===== config.mk =====
export PLATFORM = sky130hd
export DESIGN_NAME = cgc_regs
export DESIGN_NICKNAME = d
export VERILOG_FILES = /design/src/inc/cgc_pkg.sv /design/src/inc/cgc_bank_if.sv /design/src/rtl/cgc_bank.sv /design/src/rtl/cgc_regs.sv
export VERILOG_INCLUDE_DIRS = /design/src /design/src/inc
export SDC_FILE = /design/constraint.sdc
export NUM_CORES = 1
export LEC_CHECK = 0
export ABC_AREA = 1
export BUFFER_PORTS_ARGS = -buffer_cell sky130_fd_sc_hd__buf_2
export CAP_MARGIN = 20
export CORE_UTILIZATION = 45
export CTS_BUF_LIST = sky130_fd_sc_hd__clkbuf_8
export CTS_CLUSTER_DIAMETER = 40
export CTS_CLUSTER_SIZE = 14
export DETAILED_ROUTE_END_ITERATION = 16
export PLACE_DENSITY_LB_ADDON = 0.08
export SLEW_MARGIN = 15
export SYNTH_ARGS = -nofsm -noshare
export SYNTH_HDL_FRONTEND = slang
export SYNTH_HIERARCHICAL = 1
export SYNTH_SLANG_ARGS = --single-unit

===== constraint.sdc =====
create_clock -name sys_clk -period 3.2 [get_ports sys_clk]
set_clock_uncertainty 0.1 [all_clocks]
set_input_delay 0.16 -clock sys_clk [delete_from_list [all_inputs] [get_ports sys_clk]]
set_output_delay 0.16 -clock sys_clk [all_outputs]
set_load 0.01 [all_outputs]

===== src/inc/cgc_map.svh =====
// Purpose: offsets, field positions and reset values of the clock generator id/detector map
// Assumes: 10-bit register address, 8-bit register data
// Notes:   definitions only
`ifndef CGC_MAP_SVH
`define CGC_MAP_SVH

// register addresses
`define CGC_ADDR_VARIANT   10'h003
`define CGC_ADDR_RB_SEL    10'h004
`define CGC_ADDR_TAG_LO    10'h005
`define CGC_ADDR_TAG_HI    10'h006
`define CGC_ADDR_PUMP_CTRL 10'h010

// storage slot indices of the writable registers
`define CGC_NUM_SLOTS      4
`define CGC_IDX_RB_SEL     2'h0
`define CGC_IDX_TAG_LO     2'h1
`define CGC_IDX_TAG_HI     2'h2
`define CGC_IDX_PUMP_CTRL  2'h3

// field positions
`define CGC_RB_SEL_BIT     0
`define CGC_SENSE_BIT      7
`define CGC_PUMP_MSB       6
`define CGC_PUMP_LSB       4

// masks and reset values
`define CGC_RB_SEL_MASK    8'h01
`define CGC_RST_RB_SEL     8'h00
`define CGC_RST_TAG        8'h00
`define CGC_RST_PUMP_CTRL  8'h7D
`define CGC_RST_RDATA      8'h00

`endif


===== src/inc/cgc_pkg.sv =====
// Purpose: types shared by the clock generator id/detector register block
// Assumes: cgc_map.svh supplies the slot count
// Notes:   types only
`include "cgc_map.svh"
package cgc_pkg;
   typedef logic [9:0] cgc_addr_t;
   typedef logic [7:0] cgc_byte_t;
   typedef logic [1:0] cgc_idx_t;
   typedef logic [2:0] cgc_pump_t;
   typedef logic [`CGC_NUM_SLOTS-1:0][7:0] cgc_slots_t;
   // which copy a readback returns
   typedef enum logic {
      CGC_BANK_BUFFER = 1'b0,
      CGC_BANK_ACTIVE = 1'b1
   } cgc_bank_t;
   // result of decoding an address onto a storage slot
   typedef struct packed {
      logic     hit;
      cgc_idx_t idx;
   } cgc_slot_hit_t;
endpackage


===== src/inc/cgc_bank_if.sv =====
// Purpose: carries writes and transfer strobe to the storage module, and both register copies back from it
// Assumes: one clock domain
// Notes:   ctrl side decodes, store side holds the flops
`timescale 1ns/100ps
`default_nettype none
interface cgc_bank_if;
   import cgc_pkg::*;
   logic       wrEn;
   cgc_idx_t   wrIdx;
   cgc_byte_t  wrData;
   logic       xfer;
   cgc_slots_t bufSlots;
   cgc_slots_t actSlots;
   modport store (input wrEn, input wrIdx, input wrData, input xfer,
                  output bufSlots, output actSlots);
   modport ctrl  (output wrEn, output wrIdx, output wrData, output xfer,
                  input bufSlots, input actSlots);
endinterface
`default_nettype wire


===== src/rtl/cgc_bank.sv =====
// Purpose: buffer and active copies of the writable registers
// Assumes: synchronous active-low reset, writes land in the buffer copy only
// Notes:   xfer copies the whole buffer into the active copy in one edge
`timescale 1ns/100ps
`default_nettype none
`include "cgc_map.svh"
module cgc_bank (
   input wire logic   sys_clk,
   input wire logic   reset_n,
   cgc_bank_if.store  bank
);
   import cgc_pkg::*;

   cgc_slots_t bufQ;
   cgc_slots_t bufD;
   cgc_slots_t actQ;
   cgc_slots_t actD;

   // power-on contents, shared by both copies
   function automatic cgc_slots_t slotResets();
      cgc_slots_t r;
      r = '0;
      r[`CGC_IDX_RB_SEL]    = `CGC_RST_RB_SEL;
      r[`CGC_IDX_TAG_LO]    = `CGC_RST_TAG;
      r[`CGC_IDX_TAG_HI]    = `CGC_RST_TAG;
      r[`CGC_IDX_PUMP_CTRL] = `CGC_RST_PUMP_CTRL;
      return r;
   endfunction

   // next state; a transfer in the same cycle as a write moves the old buffer value
   always_comb begin
      bufD = bufQ;
      actD = actQ;
      if (!reset_n) begin
         bufD = slotResets();
         actD = slotResets();
      end else begin
         if (bank.xfer) begin
            actD = bufQ;
         end
         if (bank.wrEn) begin
            bufD[bank.wrIdx] = bank.wrData;
         end
      end
   end

   always_ff @(posedge sys_clk) begin
      bufQ <= bufD;
      actQ <= actD;
   end

   assign bank.bufSlots = bufQ;
   assign bank.actSlots = actQ;
endmodule
`default_nettype wire


===== src/rtl/cgc_regs.sv =====
// Purpose: register back end of the serial control port for the id and detector registers
// Assumes: serial port front end delivers decoded single-cycle read and write strobes
// Behaviour
// - read-only variant identifier at 0x003
// - 0x004 bit 0 selects buffer or active readback
// - 16-bit version tag at 0x005 and 0x006
// - version tag resets zero, affects nothing
// - 0x010 bit 7 sets detector sense
// - 0x010 bits 6:4 select pump current
`timescale 1ns/100ps
`default_nettype none
`include "cgc_map.svh"
module cgc_regs #(
   parameter cgc_pkg::cgc_byte_t VARIANT_ID = 8'h5A // arbitrary value, set per variant
) (
   input  wire logic                sys_clk,
   input  wire logic                reset_n,
   input  wire cgc_pkg::cgc_addr_t  regAddr,
   input  wire cgc_pkg::cgc_byte_t  regWrData,
   input  wire logic                regWrEn,
   input  wire logic                regRdEn,
   input  wire logic                updateActive,
   output var  cgc_pkg::cgc_byte_t  regRdData,
   output logic                     regRdValid,
   output logic                     phaseDetectorSense,
   output var  cgc_pkg::cgc_pump_t  pumpCurrentSelect
);
   import cgc_pkg::*;

   cgc_bank_if    bankBus ();
   cgc_slot_hit_t slotHit;
   cgc_bank_t     rbBank;
   cgc_byte_t     rdValue;
   cgc_byte_t     rdDataQ;
   cgc_byte_t     rdDataD;
   logic          rdValidQ;
   logic          rdValidD;

   // map an address onto a storage slot; the identifier is not a slot
   function automatic cgc_slot_hit_t slotOf(cgc_addr_t a);
      cgc_slot_hit_t s;
      s = '0;
      unique case (a)
         `CGC_ADDR_RB_SEL:    s = '{hit: 1'b1, idx: `CGC_IDX_RB_SEL};
         `CGC_ADDR_TAG_LO:    s = '{hit: 1'b1, idx: `CGC_IDX_TAG_LO};
         `CGC_ADDR_TAG_HI:    s = '{hit: 1'b1, idx: `CGC_IDX_TAG_HI};
         `CGC_ADDR_PUMP_CTRL: s = '{hit: 1'b1, idx: `CGC_IDX_PUMP_CTRL};
         default:             s = '0;
      endcase
      return s;
   endfunction

   // only bit 0 of the readback select exists; the rest stores and reads as zero
   function automatic cgc_byte_t writeMask(cgc_idx_t i, cgc_byte_t d);
      return (i == `CGC_IDX_RB_SEL) ? (d & `CGC_RB_SEL_MASK) : d;
   endfunction

   cgc_bank u_bank (
      .sys_clk (sys_clk),
      .reset_n (reset_n),
      .bank    (bankBus.store)
   );

   // write steering; a write to the identifier finds no slot and is dropped
   always_comb begin
      slotHit         = slotOf(regAddr);
      bankBus.wrEn    = regWrEn && slotHit.hit;
      bankBus.wrIdx   = slotHit.idx;
      bankBus.wrData  = writeMask(slotHit.idx, regWrData);
      bankBus.xfer    = updateActive;
   end

   // the select bit acts at once from the buffer copy so software can read active
   // values without first transferring
   always_comb begin
      rbBank = cgc_bank_t'(bankBus.bufSlots[`CGC_IDX_RB_SEL][`CGC_RB_SEL_BIT]);
   end

   // readback value; unmapped addresses return zero
   always_comb begin
      rdValue = `CGC_RST_RDATA;
      if (regAddr == `CGC_ADDR_VARIANT) begin
         rdValue = VARIANT_ID;
      end else if (slotHit.hit) begin
         rdValue = (rbBank == CGC_BANK_ACTIVE) ? bankBus.actSlots[slotHit.idx]
                                               : bankBus.bufSlots[slotHit.idx];
      end
   end

   // read data holds until the next read
   always_comb begin
      rdValidD = 1'b0;
      rdDataD  = rdDataQ;
      if (reset_n) begin
         rdValidD = regRdEn;
         if (regRdEn) begin
            rdDataD = rdValue;
         end
      end else begin
         rdDataD = `CGC_RST_RDATA;
      end
   end

   always_ff @(posedge sys_clk) begin
      rdDataQ  <= rdDataD;
      rdValidQ <= rdValidD;
   end

   assign regRdData  = rdDataQ;
   assign regRdValid = rdValidQ;

   // loop controls come from the active copy; the tag bytes feed nothing
   assign phaseDetectorSense = bankBus.actSlots[`CGC_IDX_PUMP_CTRL][`CGC_SENSE_BIT];
   assign pumpCurrentSelect  =
      bankBus.actSlots[`CGC_IDX_PUMP_CTRL][`CGC_PUMP_MSB:`CGC_PUMP_LSB];
endmodule
`default_nettype wire


# ---- After elaboration in Yosys (flattened, before gate mapping)
# Index checks and enable logic that the tools add are counted.
dict set report word_totals {
  input_bits 23
  regBits 73
  out_inout_bits 13
}
dict set report op_classes {
  n_reduce_logical 3
  order_cmp 2
  muxes 12
  n_eq_ne 5
}
# operator n
set ops {}
lappend ops {{8-bit two-way mux} 7}
lappend ops {{8-bit binary-select mux with 2-bit select} 2}
lappend ops {{32-bit bitwise mux} 1}
lappend ops {{10-bit by 3-bit equality test with 1-bit output, second input constant} 3}
lappend ops {{8-bit demux with 2-bit select} 1}
lappend ops {{3-bit case mux with 4 select lines} 1}
lappend ops {{10-bit by 2-bit equality test with 1-bit output, second input constant} 1}
lappend ops {{10-bit by 5-bit equality test with 1-bit output, second input constant} 1}
lappend ops {{2-bit by 3-bit < comparator with 1-bit output, second input constant} 1}
lappend ops {{2-bit by 1-bit >= comparator with 1-bit output, second input constant} 1}
lappend ops {{1-bit logical AND} 2}
lappend ops {{2-bit zero test} 1}

# ---- Longest topological paths before layout
# Gate-level depths: netlist (run 1).
dict set report depth {
  word_depth 7
  ltp_mapped 13
  depth_no_buf 11
}

# ---- Modules after synthesis
# Netlist (run 1), hierarchy kept.
# mod cells_each instances area_per_inst_um2
set modules_own_cells {}
lappend modules_own_cells {cgc_bank 317 1 2361.0}
lappend modules_own_cells {cgc_regs 244 1 1330.0}

# ---- Worst setup path after synthesis (run 1)
# No wires, ideal clock.
dict set report synth_timing {
  kind {input -> register}
  from {input port regAddr[5]}
  to {register u_bank.bufQ, in the netlist u_bank/bank.bufSlots[5]}
  arrival_time_ns 1.520
  path_slack_ns 1.465
  cell_stages 12
  n_path_buf 2
  required_time_ns 2.985
  setup_ns 0.115
  path_cell_list {inv_1 -> nand2_1 -> nor2_4 -> nand3_2 -> nand3_2 -> nor2_1 -> nor2_1 -> buf_4 -> clkbuf_1 -> nand3_1 -> nand2_1 -> nor2_1}
}
dict set report synth_via {
  word_cells_on_any_way 14
  classes_between {order compare: 2; eq/ne: 4; mux: 5; reduce/logical: 3}
}
# element line_no
set synth_lines {}
lappend synth_lines {{start, declared} cgc_regs.sv:18} ;# input wire cgc_pkg::cgc_addr_t regAddr,
lappend synth_lines {{10-bit by 5-bit equality test with 1-bit output / 10-bit by 3-bit equality test with 1-bit output (equally long branches)} cgc_regs.sv:43} ;# unique case (a)
lappend synth_lines {{3-bit case mux with 4 select lines *} cgc_regs.sv:43}
lappend synth_lines {{1-bit logical AND *} cgc_regs.sv:67} ;# bankBus.wrEn = regWrEn && slotHit.hit;
lappend synth_lines {{named net bankBus.wrEn} cgc_bank_if.sv:8} ;# logic wrEn;
lappend synth_lines {{end signal, assigned} cgc_bank.sv:48} ;# bufQ <= bufD;
lappend synth_lines {{end, declared} cgc_bank.sv:14} ;# cgc_slots_t bufQ;
# The timed path passes the listed nets; every way through them passes the cells marked *.
# A chain may end at the register's enable or synchronous reset.

# ---- Worst setup path after layout (run 1)
dict set report layout_timing {
  from {input port regAddr[2]}
  to {register u_bank.bufQ, in the netlist u_bank/bank.bufSlots[20]}
}
# The elaborated chain is that of the path after synthesis.

==> qor.yml, run 1 <==
die:
  die_height_um: 92.6
  floorplan.rows: 32
  initial_utilization_pct: 47.0
  die-area_um2: 8570
  die_x_um: 92.6
  design.core.area_um2: 7850
  io_pins: 36
cts:
  cts-root-buf: "clkbuf_8"
  cts_tree: "built"
  ctsLongestPathBuffers: 2
  postCtsResizedCells: 0
  ctsHoldBuffers: 1
  cts_htree_levels: 3
  numCtsBuffers: 9
  cts.reportedPaths.clkPinSlew_ps: 80
  insertion_delay_ps: 350
  post_cts_buffers: 0
  cts.sinks: 73
place:
  dpl_worst_slack_ps: 724
  port_buffers: 35
  dp_hpwl_um: 6580
  dp.cells: 673
  gp_congestion: 0.853
  place_area_um2: 3850
worst_setup_path:
  crit_start: "regAddr[2]"
  rr_worst_depth: 7
  rr_endpoint: "regRdData[0]$_SDFFE_PN0P_"
  setup.worst_path.class: "in -> reg"
  crit_end: "u_bank/bank.bufSlots[20]$_SDFFE_PN0P_"
  cp.arrival_ps: 2290
  end_kind: "flop"
  r2r_slack_ps: 1140
  r2r-start: "u_bank/bank.bufSlots[0]$_SDFFE_PN0P_"
  worstPathRequired_ps: 3340
  path_max_fanout: 34
  cp-start-kind: "input port"
power:
  ir_worst_vdd_mv: 0.198
  powerDensity_nw_per_um2: 474
  p_int_w: 0.00149
  p_seq_share_pct: 48.4
  pwr-share-clk_pct: 45.6
  p_switching_w: 0.000455
  leakagePower_nw: 2.06
  combPwrFrac_pct: 6.0
  swShare_pct: 23.4
synthesis:
  syn-num-nets: 584
  synth_cell_types: 26
  yosys_register_bits: 73
  synth.largest_area_cell: "dfxtp_1"
  synth_cells: 561
  syn_area_um2: 3690
  yosys.area_share.simple_pct: 39.3
  synthTopCellsByArea: "dfxtp_1 40%, nand2_1 15%, nand3_1 12%"
  ys_seq_area_share_pct: 39.6
  synth.avg_cell_area_um2: 6.58
  yosys_warnings: 6
  synth_adder_area_share_pct: 0
  synth_mux_area_share_pct: 0
  synthXorXnorAreaFrac_pct: 0
  synth_top_family_by_area: "simple AND/OR/NAND/NOR gates"
  synth_top_area_share_pct: 39.6
  synth-compound-area-share_pct: 9.15
final_layout:
  mostFrequentLayoutCell: "nand2_1"
  layout.nets: 606
  drive_gt1_share_pct: 14.5
  diodes: 0
  most-common-layout-cells: "150 x nand2_1, 88 x nand3_1, 73 x dfxtp_1, 63 x nor2_1, 61 x inv_1"
  fin_area_um2: 4100
  final_cells: 690
  areaGrowthSynthToFinish_pct: 11.2
timing:
  fin_setup_tns_ps: 0
  max_freq_mhz: 464
  finalSetupViolCount: 0
  rsz0062_at_grt: "false"
  finalCritPeriodShare_pct: 67.3
  maxSlewViolCount: 0
  maxSlewHeadroom_pct: 47.4
  period_minus_slack_ps: 2150
  setup_slack_ps: 1050
  worstMarginPinSlew_ps: 790
  finalHoldViolCount: 0
route:
  drt_pass1_iterations: 5
  vias: 3548
  wl_um: 9960
  final_antenna_net_count: 0
  avgViaCountPerCell: 5.14
  drt_iter0_drc: 229
  drc_errors: 0
  wl_per_cell_um: 14.4
global_routing:
  grt_pass1_wl_um: 16100
  grt_pass1_vias: 3189
  gr-total-overflow: 0
  antenna_found_initial: 0
  grt_usage_pct: 24.6
  grt_max_degree: 48
run_status:
  status: "completed"
run:
  maxCapViolCount: 0
hold_path:
  hold_path.class: "in -> reg"
[logic make-up (layout without fill, tap and decap cells)]
| group | Yosys count | in the layout |
|---|---|---|
| AND/OR/NAND/NOR | 324 | 324 |
| flip-flops | 73 | 73 |
| AO/OA/AOI/OAI | 66 | 66 |
| buffers and inverters | 98 | 125 |
[metal layers]
layer | wire (um) | GRT usage [%] | up-vias
li1 | - | - | 1810
met3 | 772 | 5.83 | 9
met5 | 0 | 0 | -
met1 | 4800 | 34.2 | 1613
met2 | 4280 | 38.0 | 116
met4 | 108 | 6.38 | 0
[synthesized netlist by cell type]
| cell type | n |
|---|---|
| buf_6 | 4 |
| inv_4 | 1 |
| nand2_2 | 3 |
| nand2_8 | 1 |
| buf_2 | 10 |
| clkinv_1 | 1 |
| a41oi_1 | 1 |
| a21oi_1 | 33 |
| a21oi_2 | 1 |
| buf_8 | 1 |
| nor2_2 | 7 |
| nand2_4 | 2 |
| nor4_1 | 1 |
| clkbuf_1 | 11 |
| buf_4 | 4 |
| nand2_1 | 150 |
| nand3_4 | 1 |
| o21ai_0 | 31 |
| inv_2 | 4 |
| dfxtp_1 | 73 |
| nor2_4 | 2 |
| nor2_1 | 63 |
| inv_1 | 61 |
| clkinv_2 | 1 |
| nand3_2 | 6 |
| nand3_1 | 88 |
[power groups by stage]
| stage | combinational, W | clock [W] | sequential, W |
|---|---|---|---|
| after floorplan | 0.0000724 | 0 | 0.000964 |
| after global routing | 0.000132 | 0.000941 | 0.000946 |
| final | 0.000117 | 0.000887 | 0.000943 |
| after detailed placement | 0.000115 | 0 | 0.000964 |
| after global placement | 0.000113 | 0 | 0.000964 |
| after CTS | 0.000116 | 0.000898 | 0.000943 |
[worst max-delay path, cell delays in order]
cell and delay, ps:
buf_2 110, nor2_2 140, nand2_2 90, nor2_4 100
nand2_4 250, nand3_2 270, nor2_1 110, nor2_1 150
buf_4 260, nand3_2 360, nor2_1 200, nor2_1 70
[per-stage QoR]
| step | hold slack (ps) | power, W | util [%] |
|---|---|---|---|
| 5_1_grt | 31.4 | 0.00202 | 52.3 |
| 3_5_place_dp | 346 | 0.00108 | 49.1 |
| 2_1_floorplan | 153 | 0.00104 | - |
| 6_report | 30.6 | 0.00195 | 52.3 |
| 4_1_cts | 12.3 | 0.00196 | 52.3 |
| 3_3_place_gp | 336 | 0.00108 | 49.1 |
[worst min-delay path by stage]
stage	from	to	slack [ps]	cells past startpoint
after floorplan	regRdEn	regRdValid$_SDFF_PN0_	150	2
final	regWrData[0]	u_bank/bank.bufSlots[24]$_SDFFE_PN1P_	30	3
after detailed placement	regRdEn	regRdValid$_SDFF_PN0_	350	3
after CTS	regWrData[0]	u_bank/bank.bufSlots[24]$_SDFFE_PN1P_	10	3
after global placement	regRdEn	regRdValid$_SDFF_PN0_	340	3
after global routing	regWrData[0]	u_bank/bank.bufSlots[24]$_SDFFE_PN1P_	30	3
[state kept, by name, summed over array words and instances, names as in the netlist]
register	cells
regRdData	8
u_bank/bank.actSlots	32
regRdValid	1
u_bank/bank.bufSlots	32
[layout make-up]
class	instances	area (um2)
Multi-Input combinational cell	390	1790
Clock buffer	9	124
Tap cell	102	128
Clock inverter	7	119
Inverter	68	259
Timing Repair Buffer	41	223
Sequential cell	73	1460
Fill cell	806	3740
Note: power is estimated with default switching activity, not from simulation.
==> run 2, diff against run 1 <==
Settings changed: ABC_AREA 1 to 0.
Clock period 3.2 ns to 2.2 ns, I/O delays scaled along.
==> qor.yml, run 2 <==
run_status:
  status: "completed"
route:
  drt_iter0_drc: 102  # -55%
  final_antenna_net_count: 0  # unchanged
  wl_per_cell_um: 17.3  # +20%
  drc_errors: 0  # unchanged
  drt_pass1_iterations: 4  # -1
  vias: 2877  # -19%
  avgViaCountPerCell: 5.45  # +6.0%
  wl_um: 9150  # -8.1%
synthesis:
  synth_edf_count: 0  # unchanged
  synth.avg_cell_area_um2: 9.63  # +46%
  syn-num-nets: 397  # -32%
  synth.largest_area_cell: "dfxtp_1"
  async_flop_share_pct: 0  # unchanged
  yosys.cell_count.top_type: "dfxtp_1"
  synth-main-ff-cell: "dfxtp_1"
  yosys_warnings: 6  # unchanged
  synth_top_area_share_pct: 40.6  # +0.98 points
  syn_area_um2: 3600  # -2.4%
  yosys_register_bits: 73  # unchanged
  synth_common_cells: "73 x dfxtp_1, 69 x mux2i_1, 55 x nand2_1"
  synthTopCellsByArea: "dfxtp_1 41%, mux2i_1 19%, nand2_1 5.7%"
  ys_seq_area_share_pct: 40.6  # +0.98 points
  synth_cell_types: 58  # +120%
  synth_cells: 374  # -33%
worst_setup_path:
  r2r-start: "u_bank/bank.bufSlots[0]$_SDFFE_PN0P_"
  max_stage_delay_ps: 640  # +280 ps
  cp-start-kind: "input port"
  rr_endpoint: "regRdData[7]$_SDFFE_PN0P_"
  setup.worst_path.class: "in -> reg"
  worstPathRequired_ps: 2360  # -980 ps
  crit_chain: "buf_2, or4_1, a211oi_4, and3_2, mux2i_1"
  r2r_slack_ps: 520  # -620 ps
  path_max_fanout: 8  # -76%
  end_kind: "flop"
  crit_slowest_cell: "or4_1"
  cp.arrival_ps: 1930  # -360 ps
  rr_worst_depth: 6  # -1
final_layout:
  most-common-layout-cells: "73 x dfxtp_1, 69 x mux2i_1, 55 x nand2_1, 35 x buf_2, 32 x nor2b_1"
  fin_area_um2: 4170  # +1.6%
  diodes: 0  # unchanged
  multi_input_area_um2: 1950  # +8.7%
  drive_gt1_share_pct: 22.8  # +8.3 points
  layout.nets: 444  # -27%
  areaGrowthSynthToFinish_pct: 15.8
  utilization_pct: 54.0  # +1.7 points
  nFillCells: 736  # -8.7%
  ff_latch_area_um2: 1460  # unchanged
  mostFrequentLayoutCell: "dfxtp_1"
die:
  initial_utilization_pct: 46.6  # -0.42 points
  io_pins: 36  # unchanged
  die_x_um: 91.5  # -1.2%
  die_height_um: 91.5  # -1.2%
  design.core.area_um2: 7730  # -1.5%
  floorplan.rows: 32  # unchanged
  die-area_um2: 8370  # -2.4%
hold_path:
  hold_depth: 3  # unchanged
  hold_end: "regRdValid$_SDFF_PN0_"
  min_from: "regRdEn"
  hold_path.class: "in -> reg"
cts:
  ctsLongestPathBuffers: 2  # unchanged
  cts.sinks: 73  # unchanged
  cts_htree_levels: 3  # unchanged
  post_cts_buffers: 0  # unchanged
  insertion_delay_ps: 340  # about the same
  postCtsResizedCells: 0  # unchanged
  numCtsBuffers: 9  # unchanged
  cts.reportedPaths.clkPinSlew_ps: 80  # about the same
  cts-root-buf: "clkbuf_8"
  cts_tree: "built"
power:
  swShare_pct: 24.8  # +1.4 points
  ir_worst_vdd_mv: 0.295  # +49%
  leakagePower_nw: 1.83  # -11%
  pwr-share-clk_pct: 38.6  # -7.0 points
  p_switching_w: 0.000603  # +32%
  combPwrFrac_pct: 6.9  # +0.9 points
  powerDensity_nw_per_um2: 584  # +23%
  p_seq_share_pct: 54.5  # +6.1 points
  p_int_w: 0.00183  # +23%
  totalPowerFinal_w: 0.00243  # +25%
global_routing:
  grt_usage_pct: 23.2  # -1.4 points
  grt_pass1_wl_um: 14800  # -8.1%
  antenna_found_initial: 0  # unchanged
  grt_max_degree: 41  # -15%
  gr-total-overflow: 0  # unchanged
  grt_pass1_vias: 2743  # -14%
timing:
  finalCritPeriodShare_pct: 80.2
  max_freq_mhz: 567
  rsz0062_at_grt: "false"
  period_minus_slack_ps: 1760
  finalSetupViolCount: 0  # unchanged
  finalHoldViolCount: 0  # unchanged
  maxSlewHeadroom_pct: 60.3  # +13 points
  worstMarginPinSlew_ps: 596  # -193 ps
  maxSlewViolCount: 0  # unchanged
  fin_setup_tns_ps: 0  # unchanged
  setup_slack_ps: 435  # -612 ps
place:
  dpl_worst_slack_ps: 108  # -615 ps
  place_area_um2: 3990  # +3.6%
  gp_congestion: 0.854  # about the same
  dp_hpwl_um: 6650  # +1.2%
  port_buffers: 35  # unchanged
run:
  maxCapViolCount: 0  # unchanged
## run 2: changes by cell type in the layout (fill, tap and decap cells not counted), moves of 7 or more
cell,change
nor2_1,-55
mux2i_1,+69
inv_1,-51
a21oi_1,-25
nor2b_1,+32
buf_4,+19
nand3_1,-87
nand2_1,-95
and2_1,+8
nor2_2,-7
a221oi_1,+8
o21ai_0,-26
## run 2: metrics by stage
stage | std cells | hold slack [ps]
2_1_floorplan | 374 | 138
3_3_place_gp | 511 | 299
3_5_place_dp | 511 | 306
4_1_cts | 528 | 26.6
5_1_grt | 528 | 53.4
6_report | 528 | 38.2
## run 2: routing by layer
layer / GRT usage, % / vias to the layer above / part of all wire [%]
met2: 36.4 / 56 / 46
met1: 32.2 / 1387 / 50
li1: - / 1427 / -
met5: 0 / - / 0
met4: 6.48 / 0 / 1.1
met3: 4.61 / 7 / 3.6
## run 2: final cells by class
type / instances / share of cell area (%)
multi-input cells: 264 / 46.7
clock inverters: 6 / 0.840
clock buffers: 10 / 3.30
inverters: 10 / 0.900
repair buffers: 63 / 10.2
well taps: 102 / 3.06
flip-flops and latches: 73 / 35.0
## run 2: worst max-delay path: cells and delay by family
family	cells	cell delay, ps
AOI/OAI and AO/OA	1	440
buffers and inverters	1	100
muxes	1	230
and+or+nand+nor	2	1050
## run 2: kinds of logic after synthesis
logic type / Yosys count / synth area share [%]
flops: 73 / 40.6
xor+xnor: 1 / 0.243
compound gates: 55 / 11.8
mux: 75 / 21.4
simple gates: 133 / 20.6
buf+inv: 37 / 5.42
## run 2: power groups by stage
stage,clock network [W],registers (W),logic (W)
2_1_floorplan,0,0.00136,0.000106
3_3_place_gp,0,0.00136,0.000166
3_5_place_dp,0,0.00136,0.000166
4_1_cts,0.000956,0.00133,0.000168
5_1_grt,0.00103,0.00133,0.000180
6_report,0.000939,0.00133,0.000167
## run 2: what timing repair did
item,in CTS,in global routing
endpoints found under the hold margin,4,0
hold buffers,1,0
setup endpoints to repair,0,0
## run 2: how the worst max path moves through the flow
stage,cells past startpoint,slack [ps],startpoint,to
detailed placement,7,110,regAddr[1],u_bank/bank.bufSlots[1]$_SDFFE_PN0P_
finish,5,440,regAddr[3],u_bank/bank.bufSlots[31]$_SDFFE_PN0P_
floorplan,9,40,regAddr[3],u_bank/bank.bufSlots[1]$_SDFFE_PN0P_
CTS,7,470,regAddr[1],u_bank/bank.bufSlots[1]$_SDFFE_PN0P_
global route,6,370,regAddr[3],regRdData[6]$_SDFFE_PN0P_
global placement,7,110,regAddr[1],u_bank/bank.bufSlots[1]$_SDFFE_PN0P_
